===== src/inc/sncs_pkg.sv =====
// constants, types and helpers for the serial node configuration selector
package sncs_pkg;
   ///////////////////////////////////////////////////////////////////////////
   // clock and timing
   localparam int unsigned CLK_HZ      = 25_000_000;
   localparam int unsigned DEB_TIME_US = 10_000;
   localparam int unsigned DEB_CYCLES  = ((CLK_HZ / 1_000_000) * DEB_TIME_US);
   localparam int unsigned RATE1_BPS   = 9_600;
   localparam int unsigned RATE2_BPS   = 38_400;
   localparam int unsigned RATE3_BPS   = 115_200;
   localparam int unsigned RATE1_DIV   = CLK_HZ / RATE1_BPS;
   localparam int unsigned RATE2_DIV   = CLK_HZ / RATE2_BPS;
   localparam int unsigned RATE3_DIV   = CLK_HZ / RATE3_BPS;
   localparam int unsigned DIV_W       = 12;

   ///////////////////////////////////////////////////////////////////////////
   // field widths and positions
   localparam int unsigned ADDR_W    = 6;
   localparam int unsigned RATE_W    = 2;
   localparam int unsigned SW_W      = 8;
   localparam int unsigned ADDR_LSB  = 0;
   localparam int unsigned RATE_LSB  = 8;
   localparam int unsigned RAW_LSB   = 16;
   localparam int unsigned VALID_BIT = 24;
   localparam int unsigned MD_BIT    = 25;
   localparam int unsigned ENC_A_BIT = 0;
   localparam int unsigned ENC_B_BIT = 1;
   localparam int unsigned ENC_I_BIT = 2;

   ///////////////////////////////////////////////////////////////////////////
   // register byte offsets
   localparam logic [7:0] REG_NV_MD  = 8'h00;
   localparam logic [7:0] REG_P2P    = 8'h04;
   localparam logic [7:0] REG_STATUS = 8'h08;
   localparam logic [7:0] REG_ENC    = 8'h0C;

   ///////////////////////////////////////////////////////////////////////////
   // reset values
   localparam logic [5:0]  NV_ADDR_RST  = 6'h01;
   localparam logic [1:0]  NV_RATE_RST  = 2'h1;
   localparam logic [5:0]  P2P_ADDR_RST = 6'h01;
   localparam logic [1:0]  P2P_RATE_RST = 2'h1;
   localparam logic [2:0]  ENC_RST      = 3'h0;
   localparam logic [1:0]  RATE_NV      = 2'h0;
   localparam logic [1:0]  RATE_FALLBK  = 2'h1;
   localparam logic [31:0] ZERO_WORD    = 32'h0000_0000;

   ///////////////////////////////////////////////////////////////////////////
   // types
   typedef struct packed {
      logic [1:0] rate;
      logic [5:0] addr;
   } sncs_cfg_t;

   typedef enum logic [0:0] {
      SNCS_WAIT = 1'b0,
      SNCS_HOLD = 1'b1
   } sncs_state_t;

   ///////////////////////////////////////////////////////////////////////////
   // bit-rate code to clock divider
   function automatic logic [11:0] sncs_rate_div(input logic [1:0] code);
      case (code)
         2'h2:    sncs_rate_div = 12'(RATE2_DIV);
         2'h3:    sncs_rate_div = 12'(RATE3_DIV);
         default: sncs_rate_div = 12'(RATE1_DIV);
      endcase
   endfunction

   // substitute stored value when the switch field is zero, or rate code 1 when the stored rate is also zero
   function automatic sncs_cfg_t sncs_resolve(input sncs_cfg_t sw, input sncs_cfg_t nv);
      sncs_cfg_t r;
      r.addr = (sw.addr != 6'h00) ? sw.addr : nv.addr;
      r.rate = (sw.rate != RATE_NV) ? sw.rate : ((nv.rate != RATE_NV) ? nv.rate : RATE_FALLBK);
      return r;
   endfunction
endpackage


===== src/verilog/sncs_debounce.sv =====
// synchroniser and stability filter for the configuration switches
`timescale 1ns/1ps
module sncs_debounce #(
   parameter int unsigned W   = 8,
   parameter int unsigned CNT = 250_000
) (
   // clock and reset
   input  wire logic         clock,
   input  wire logic         rst_b,
   // raw pins
   input  wire logic [W-1:0] raw,
   // filtered result
   output logic      [W-1:0] stable,
   output logic              settled
);
   localparam int unsigned CW = $clog2(CNT + 1);
   localparam logic [CW-1:0] LAST = CW'(CNT - 1);

   logic [W-1:0]  meta_q;
   logic [W-1:0]  sync_q;
   logic [W-1:0]  prev_q;
   logic [CW-1:0] cnt_q;
   logic [W-1:0]  stable_q;
   logic          settled_q;

   ////////////////////////////////////////////////////////////////////////////
   // two-flop synchroniser
   always_ff @(posedge clock) begin
      if (!rst_b) begin
         meta_q <= '0;
         sync_q <= '0;
      end else begin
         meta_q <= raw;
         sync_q <= meta_q;
      end
   end

   ////////////////////////////////////////////////////////////////////////////
   // stability counter
   always_ff @(posedge clock) begin
      if (!rst_b) begin
         prev_q    <= '0;
         cnt_q     <= '0;
         stable_q  <= '0;
         settled_q <= 1'b0;
      end else if (sync_q != prev_q) begin
         prev_q <= sync_q;
         cnt_q  <= '0;
      end else if (cnt_q == LAST) begin
         stable_q  <= prev_q;
         settled_q <= 1'b1;
      end else begin
         cnt_q <= cnt_q + CW'(1);
      end
   end

   assign stable  = stable_q;
   assign settled = settled_q;
endmodule


===== src/verilog/serial_node_config_select.sv =====
// serial link node address and bit-rate selector with ahb-lite registers
//
// Function
// - switches one to six form the multidrop node address, switch one as bit 0, closed reads 1.
// - switches seven and eight form the bit-rate code, switch seven as bit 0, closed reads 1.
// - a zero address or a zero rate code from the switches is replaced by the stored value, and a zero stored rate by code 1.
// - rate code 1 is 9.6 kbps, 2 is 38.4 kbps, 3 is 115.2 kbps and 0 means the stored rate.
// - the point-to-point link configuration never depends on the switches.
// - emulated encoder channels a, b and index leave as complementary pairs.
// - a grounded interface select picks the multidrop link, otherwise point-to-point.
`timescale 1ns/1ps
module serial_node_config_select #(
   parameter int unsigned DEB_CYCLES = sncs_pkg::DEB_CYCLES
) (
   // clock and reset
   input  wire logic        clock,
   input  wire logic        rst_b,
   // ahb-lite slave
   input  wire logic        hsel,
   input  wire logic [31:0] haddr,
   input  wire logic [1:0]  htrans,
   input  wire logic        hwrite,
   input  wire logic [2:0]  hsize,
   input  wire logic [31:0] hwdata,
   input  wire logic        hready,
   output logic      [31:0] hrdata,
   output logic             hreadyout,
   output logic             hresp,
   // board pins
   input  wire logic [7:0]  cfgSwitch,
   input  wire logic        ifSelect,
   // resolved link configuration
   output logic [5:0]       mdNodeAddr,
   output logic [1:0]       mdRateCode,
   output logic [5:0]       p2pNodeAddr,
   output logic [1:0]       p2pRateCode,
   output logic             linkMultidrop,
   output logic             cfgValid,
   output logic             bitTick,
   // emulated encoder pairs
   output logic             emu_quad_a_pos,
   output logic             emu_quad_a_neg,
   output logic             emu_quad_b_pos,
   output logic             emu_quad_b_neg,
   output logic             emu_index_pos,
   output logic             emu_index_neg
);
   ////////////////////////////////////////////////////////////////////////////
   // declarations
   logic [7:0]            swStable;
   logic                  swSettled;
   sncs_pkg::sncs_state_t state_q;
   sncs_pkg::sncs_cfg_t   swCfg_q;
   sncs_pkg::sncs_cfg_t   nvCfg_q;
   sncs_pkg::sncs_cfg_t   p2pCfg_q;
   sncs_pkg::sncs_cfg_t   mdCfg_q;
   sncs_pkg::sncs_cfg_t   mdCfg_d;
   logic [2:0]            enc_q;
   logic                  selMeta_q;
   logic                  selSync_q;
   logic                  mdMode_q;
   logic                  valid_q;
   logic                  dpWrite_q;
   logic [7:0]            dpAddr_q;
   logic [31:0]           rdata_q;
   logic [31:0]           rdata_d;
   logic                  ready_q;
   logic                  resp_q;
   logic [11:0]           divCnt_q;
   logic [11:0]           divLimit;
   logic                  tick_q;
   logic                  encAP_q;
   logic                  encAN_q;
   logic                  encBP_q;
   logic                  encBN_q;
   logic                  encIP_q;
   logic                  encIN_q;
   logic                  addrPhase;

   ////////////////////////////////////////////////////////////////////////////
   // switch filter
   sncs_debounce #(
      .W   (sncs_pkg::SW_W),
      .CNT (DEB_CYCLES)
   ) u_deb (
      .clock   (clock),
      .rst_b   (rst_b),
      .raw     (cfgSwitch),
      .stable  (swStable),
      .settled (swSettled)
   );

   ////////////////////////////////////////////////////////////////////////////
   // one-shot capture after reset
   always_ff @(posedge clock) begin
      if (!rst_b) begin
         state_q      <= sncs_pkg::SNCS_WAIT;
         swCfg_q      <= '0;
      end else begin
         case (state_q)
            sncs_pkg::SNCS_WAIT: begin
               if (swSettled) begin
                  swCfg_q.addr <= swStable[5:0];
                  swCfg_q.rate <= swStable[7:6];
                  state_q      <= sncs_pkg::SNCS_HOLD;
               end
            end
            sncs_pkg::SNCS_HOLD: begin
               state_q <= sncs_pkg::SNCS_HOLD;
            end
            default: begin
               state_q <= sncs_pkg::SNCS_WAIT;
            end
         endcase
      end
   end

   ////////////////////////////////////////////////////////////////////////////
   // stored value substitution
   always_comb begin
      mdCfg_d = sncs_pkg::sncs_resolve(swCfg_q, nvCfg_q);
   end

   always_ff @(posedge clock) begin
      if (!rst_b) begin
         mdCfg_q <= '0;
         valid_q <= 1'b0;
      end else begin
         mdCfg_q <= mdCfg_d;
         valid_q <= (state_q == sncs_pkg::SNCS_HOLD);
      end
   end

   ////////////////////////////////////////////////////////////////////////////
   // interface select
   always_ff @(posedge clock) begin
      if (!rst_b) begin
         selMeta_q <= 1'b1;
         selSync_q <= 1'b1;
         mdMode_q  <= 1'b0;
      end else begin
         selMeta_q <= ifSelect;
         selSync_q <= selMeta_q;
         mdMode_q  <= ~selSync_q;
      end
   end

   ////////////////////////////////////////////////////////////////////////////
   // bit-rate divider for the active link
   always_comb begin
      if (mdMode_q) begin
         divLimit = sncs_pkg::sncs_rate_div(mdCfg_q.rate);
      end else begin
         divLimit = sncs_pkg::sncs_rate_div(p2pCfg_q.rate);
      end
   end

   always_ff @(posedge clock) begin
      if (!rst_b) begin
         divCnt_q <= '0;
         tick_q   <= 1'b0;
      end else if (mdMode_q && !valid_q) begin
         divCnt_q <= '0;
         tick_q   <= 1'b0;
      end else if (divCnt_q >= divLimit - 12'h001) begin
         divCnt_q <= '0;
         tick_q   <= 1'b1;
      end else begin
         divCnt_q <= divCnt_q + 12'h001;
         tick_q   <= 1'b0;
      end
   end

   ////////////////////////////////////////////////////////////////////////////
   // ahb-lite address phase
   assign addrPhase = hsel && htrans[1] && hready;

   always_ff @(posedge clock) begin
      if (!rst_b) begin
         dpWrite_q <= 1'b0;
         dpAddr_q  <= '0;
         ready_q   <= 1'b0;
         resp_q    <= 1'b0;
      end else begin
         dpWrite_q <= addrPhase && hwrite;
         dpAddr_q  <= haddr[7:0];
         ready_q   <= 1'b1;
         resp_q    <= 1'b0;
      end
   end

   ////////////////////////////////////////////////////////////////////////////
   // read mux, registered into the data phase
   always_comb begin
      rdata_d = sncs_pkg::ZERO_WORD;
      case (haddr[7:0])
         sncs_pkg::REG_NV_MD: begin
            rdata_d[sncs_pkg::ADDR_LSB +: 6] = nvCfg_q.addr;
            rdata_d[sncs_pkg::RATE_LSB +: 2] = nvCfg_q.rate;
         end
         sncs_pkg::REG_P2P: begin
            rdata_d[sncs_pkg::ADDR_LSB +: 6] = p2pCfg_q.addr;
            rdata_d[sncs_pkg::RATE_LSB +: 2] = p2pCfg_q.rate;
         end
         sncs_pkg::REG_STATUS: begin
            rdata_d[sncs_pkg::ADDR_LSB +: 6] = mdCfg_q.addr;
            rdata_d[sncs_pkg::RATE_LSB +: 2] = mdCfg_q.rate;
            rdata_d[sncs_pkg::RAW_LSB +: 8]  = {swCfg_q.rate, swCfg_q.addr};
            rdata_d[sncs_pkg::VALID_BIT]     = valid_q;
            rdata_d[sncs_pkg::MD_BIT]        = mdMode_q;
         end
         sncs_pkg::REG_ENC: begin
            rdata_d[2:0] = enc_q;
         end
         default: begin
            rdata_d = sncs_pkg::ZERO_WORD;
         end
      endcase
   end

   always_ff @(posedge clock) begin
      if (!rst_b) begin
         rdata_q <= sncs_pkg::ZERO_WORD;
      end else if (addrPhase && !hwrite) begin
         rdata_q <= rdata_d;
      end
   end

   ////////////////////////////////////////////////////////////////////////////
   // register writes in the data phase
   always_ff @(posedge clock) begin
      if (!rst_b) begin
         nvCfg_q.addr  <= sncs_pkg::NV_ADDR_RST;
         nvCfg_q.rate  <= sncs_pkg::NV_RATE_RST;
         p2pCfg_q.addr <= sncs_pkg::P2P_ADDR_RST;
         p2pCfg_q.rate <= sncs_pkg::P2P_RATE_RST;
         enc_q         <= sncs_pkg::ENC_RST;
      end else if (dpWrite_q) begin
         case (dpAddr_q)
            sncs_pkg::REG_NV_MD: begin
               nvCfg_q.addr <= hwdata[sncs_pkg::ADDR_LSB +: 6];
               nvCfg_q.rate <= hwdata[sncs_pkg::RATE_LSB +: 2];
            end
            sncs_pkg::REG_P2P: begin
               p2pCfg_q.addr <= hwdata[sncs_pkg::ADDR_LSB +: 6];
               p2pCfg_q.rate <= hwdata[sncs_pkg::RATE_LSB +: 2];
            end
            sncs_pkg::REG_ENC: begin
               enc_q <= hwdata[2:0];
            end
            default: begin
               enc_q <= enc_q;
            end
         endcase
      end
   end

   ////////////////////////////////////////////////////////////////////////////
   // complementary encoder drivers
   always_ff @(posedge clock) begin
      if (!rst_b) begin
         encAP_q <= 1'b0;
         encAN_q <= 1'b1;
         encBP_q <= 1'b0;
         encBN_q <= 1'b1;
         encIP_q <= 1'b0;
         encIN_q <= 1'b1;
      end else begin
         encAP_q <= enc_q[sncs_pkg::ENC_A_BIT];
         encAN_q <= ~enc_q[sncs_pkg::ENC_A_BIT];
         encBP_q <= enc_q[sncs_pkg::ENC_B_BIT];
         encBN_q <= ~enc_q[sncs_pkg::ENC_B_BIT];
         encIP_q <= enc_q[sncs_pkg::ENC_I_BIT];
         encIN_q <= ~enc_q[sncs_pkg::ENC_I_BIT];
      end
   end

   ////////////////////////////////////////////////////////////////////////////
   // outputs
   assign hrdata         = rdata_q;
   assign hreadyout      = ready_q;
   assign hresp          = resp_q;
   assign mdNodeAddr     = mdCfg_q.addr;
   assign mdRateCode     = mdCfg_q.rate;
   assign p2pNodeAddr    = p2pCfg_q.addr;
   assign p2pRateCode    = p2pCfg_q.rate;
   assign linkMultidrop  = mdMode_q;
   assign cfgValid       = valid_q;
   assign bitTick        = tick_q;
   assign emu_quad_a_pos = encAP_q;
   assign emu_quad_a_neg = encAN_q;
   assign emu_quad_b_pos = encBP_q;
   assign emu_quad_b_neg = encBN_q;
   assign emu_index_pos  = encIP_q;
   assign emu_index_neg  = encIN_q;
endmodule


===== config.mk =====
export PLATFORM = sky130hd
export DESIGN_NAME = serial_node_config_select
export DESIGN_NICKNAME = d
export VERILOG_FILES = /design/src/inc/sncs_pkg.sv /design/src/verilog/sncs_debounce.sv /design/src/verilog/serial_node_config_select.sv
export SDC_FILE = /design/constraint.sdc
export NUM_CORES = 1
export LEC_CHECK = 0
export ABC_CLOCK_PERIOD_IN_PS = 7100
export BUFFER_PORTS_ARGS = -buffer_cell sky130_fd_sc_hd__buf_4
export CAP_MARGIN = 0
export CORE_MARGIN = 1.5
export CORE_UTILIZATION = 35
export CTS_CLUSTER_SIZE = 20
export DETAILED_ROUTE_END_ITERATION = 6
export PLACE_DENSITY_LB_ADDON = 0.08
export SETUP_SLACK_MARGIN = 0.1
export SKIP_CTS_REPAIR_TIMING = 1
export SLEW_MARGIN = 0
export SYNTH_ARGS = -nofsm -noshare
export SYNTH_HDL_FRONTEND = slang
export SYNTH_SLANG_ARGS = --single-unit

===== constraint.sdc =====
create_clock -name clock -period 7.1 [get_ports clock]
set_input_delay 1.42 -clock clock [delete_from_list [all_inputs] [get_ports clock]]
set_output_delay 1.42 -clock clock [all_outputs]
set_load 0.005 [all_outputs]

==> key figures <==
Run status
  • Outcome: completed

Routing
  • DR WL/cell: between 10 and 15 µm
  • Vias per Instance: 4.56
  • Total number of vias: 3853
  • Initial drt markers: 200
  • Router iterations before antenna repair: 4
  • Post-Route WL: 11500 µm
  • Post-route ant nets: 0
  • DRC: 0

Synth
  • Main synth FF type: dfxtp_1
  • Post-synthesis adder-cell area fraction: roughly 2.7%
  • EDFF count, synth: 0
  • Post-synthesis cell type count: between 40 and 50
  • Avg Cell Area, Syn: between 10 and 15 µm²
  • Synth Register Bits: between 100 and 150
  • Synth area leader: dfxtp_1
  • Most frequent cell after synthesis: dfxtp_1
  • Mux contribution to synthesized area: between 9 and 10%
  • Synth Area in XOR/XNOR: about 5.2%
  • Sequential share of the synthesized area: between 40% and 50%
  • Simple logic cell fraction of the synthesized area: around 22%
  • Synthesized area: 0.00553 mm²
  • Top post-synthesis cells by count: dfxtp_1, nor2b_1, mux2i_1, and2_1, nor2_1
  • Largest family of logic cells by synthesized area: simple AND/OR/NAND/NOR gates
  • Async SR Flop Fraction: 0%
  • Synthesized instance count: 551
  • Synth area leaders: dfxtp_1, mux2i_1, nor2b_1
  • Synth Area in Compound Gates: around 5.8%
  • Top-area cell type share of the netlist area: roughly 50%
  • Yosys Warn Count: 0

Power
  • P per Cell Area: about 250 mW/mm²
  • Clock power share: between 40% and 50%
  • Seq pwr share: 47.2%
  • Max IR drop VDD: ~0.18 mV
  • Sw Share: between 20% and 30%
  • Leak: about 2.7 nW
  • Internal power: between 1 and 1.5 mW
  • Psw: about 380 µW
  • Logic pwr share: roughly 3.5%

Clock network
  • CTS tree: done
  • Latest clock arrival within the worst-skew pair: approximately 0.42 ns
  • CTS Buf Count: 17
  • Clk buf depth: 2
  • Clk sink count: 138
  • Reg clk slew, reported paths: ~0.060 ns
  • CTS root buffer: clkbuf_16
  • H-Tree Depth: 4

Timing
  • Final Skew: 0.00492 ns
  • Hold Vio Cnt, Final: 0
  • RSZ-0062 raised after global routing: false
  • Final setup fails: 0
  • Worst Slack Setup Final: ~3.5 ns
  • Worst slew pin tran: 1.03 ns
  • Fin. max-slew vios: 0
  • Period utilization: approximately 51%
  • Fmax: about 0.27 GHz
  • Max-slew headroom: between 30% and 40%
  • Period minus WS final: around 3.6 ns
  • Final hold slack: 0.388 ns
  • Setup_tns: 0 ns

Placed design
  • Placed instance area: approximately 0.0062 mm²
  • DP HPWL: 7770 µm
  • Gpl congestion: approximately 0.74
  • Pre-CTS setup slack: about 3.0 ns
  • I/O Buffers: 74

Layout
  • Area grow syn2layout: 22.1%
  • Post-route cell area: 0.00676 mm²
  • Fillers: 1536
  • Sequential Area: between 0.002 and 0.003 mm²
  • Utilization after layout: 44.1%
  • Final nets: approximately 700
  • Footprint of the multi-input gates: ~0.0026 mm²
  • Antenna diodes: 0
  • Share of cells above drive strength 1: between 10% and 20%

Setup path
  • Critical Path RT: 7.46 ns
  • WS Path Type: input port to flip-flop
  • Crit path largest cell delay: 0.86 ns
  • CP Capture Type: flip-flop
  • Critical Path Start Type: input port
  • WP buf/inv: 1
  • CP max stage cell: nand4b_1
  • Crit path max-delay family: simple AND/OR/NAND/NOR gates
  • WP data arrival: about 4.0 ns
  • Cell Chain, Critical Path: buf_4, nand4b_1, nor4_2, and2_1, a22oi_1, nor2b_1
  • Crit path max fanout: 19

GRT
  • Vias in the first global route: about 3800
  • First-pass GRT wire length: 19200 µm
  • GRT Overall Usage: 15.0%
  • Largest net degree at the start of global routing: roughly 110
  • Initial antenna violation count: 0
  • Overflow after GRT: 0

Floorplan
  • Initial Utilization: a little over a third
  • Standard-cell rows: 45
  • Die ar.: approximately 0.017 mm²
  • Io pins: around 140
  • Width of the die: 129 µm
  • Die Span Y: ~130 µm
  • Core area: 0.0153 mm²

Worst hold path
  • Hold WC Path Type: flip-flop to flip-flop

Job
  • MaxCap Viol Count: 0
[power by group through the flow]
stage / clock, mW / sequential, mW / combinational [mW]
final: 0.829 / 0.793 / 0.0584
after global routing: 0.890 / 0.794 / 0.0667
after CTS: 0.854 / 0.793 / 0.0593
after detailed placement: 0 / 0.810 / 0.0592
after global placement: 0 / 0.810 / 0.0582
after floorplan: 0 / 0.808 / 0.0418
[stage by stage]
| step | instances | power, mW |
|---|---|---|
| 2_1_floorplan | 565 | 0.850 |
| 3_3_place_gp | 813 | 0.868 |
| 3_5_place_dp | 813 | 0.869 |
| 4_1_cts | 845 | 1.71 |
| 5_1_grt | 845 | 1.75 |
| 6_report | 845 | 1.68 |
[layer usage]
metal  up-vias  global-route usage (%)  wire length, µm
met5         -                       0                0
met4         0                    5.55              116
met3        12                    4.99              541
met2        76                    24.2             5350
met1      1789                    18.7             5520
li1       1976                       -                -
[cell usage in the layout (no fill, tap or decap), types with 3 or more instances in the layout]
cell,Yosys,final
clkinv_2,0,4
or4_1,3,3
mux4_2,3,3
nand2_1,27,27
conb_1,2,16
ha_1,12,12
clkinvlp_4,0,4
o21a_1,4,4
and3_1,4,4
a22oi_1,18,18
nand4_1,5,5
xnor2_1,26,26
a211oi_1,4,4
a21oi_1,10,10
inv_6,0,3
mux2i_1,41,41
buf_4,15,75
nor3_1,19,19
clkbuf_16,0,17
inv_1,16,16
o21ai_0,10,10
nand3_1,12,12
xor2_1,7,7
nor2_1,30,30
nand2b_1,3,3
dfxtp_1,138,138
or3_1,3,3
nor2b_1,60,60
and2_1,35,35
[final timing paths]
check,from,to,slack (ns),cells past startpoint
hold / removal,selSync_q,linkMultidrop,0.39,1
setup / recovery,hwrite,hrdata[25],3.46,6
hold reg to reg,selSync_q,linkMultidrop,0.39,1
setup reg to reg,linkMultidrop,divCnt_q[3],4.21,9
[worst register-to-register path: stages, from the launching register on]
cell and delay (ns):
dfxtp_1 0.50, mux2_2 0.41, ha_1 0.19, nor2b_1 0.12, ha_1 0.31, nand3_1 0.09
a211oi_1 0.18, nor3_1 0.07, o21ai_1 0.71, nor3_1 0.15
[cell families (layout without fill, tap and decap cells)]
group                    Yosys count  count (layout)
buffers and inverters             54             123
XOR/XNOR                          33              33
adder cells (fa/ha/maj)           12              12
AO/OA/AOI/OAI                     50              50
flip-flops                       138             138
other                              2              16
AND/OR/NAND/NOR                  216             216
multiplexers                      46              46
[registers in the layout, summed over array words and instances (netlist names), 2 cells and up]
| register | flops |
|---|---|
| divCnt_q | 12 |
| dpAddr_q | 8 |
| enc_q | 3 |
| hrdata | 18 |
| mdNodeAddr | 6 |
| mdRateCode | 2 |
| nvCfg_q | 8 |
| p2pNodeAddr | 6 |
| p2pRateCode | 2 |
| swCfg_q | 8 |
| u_deb.cnt_q | 18 |
| u_deb.meta_q | 8 |
| u_deb.prev_q | 8 |
| u_deb.stable | 8 |
| u_deb.sync_q | 8 |
[cell type report]
cell class              count  area share (%)
multi-input cells         373            37.8
repair buffers             75            8.33
well taps                 211            3.91
clock inverters            14            1.83
clock buffers              18            6.35
inverters                  16           0.889
flip-flops and latches    138            40.9
Note: power is estimated with default switching activity, not from simulation.
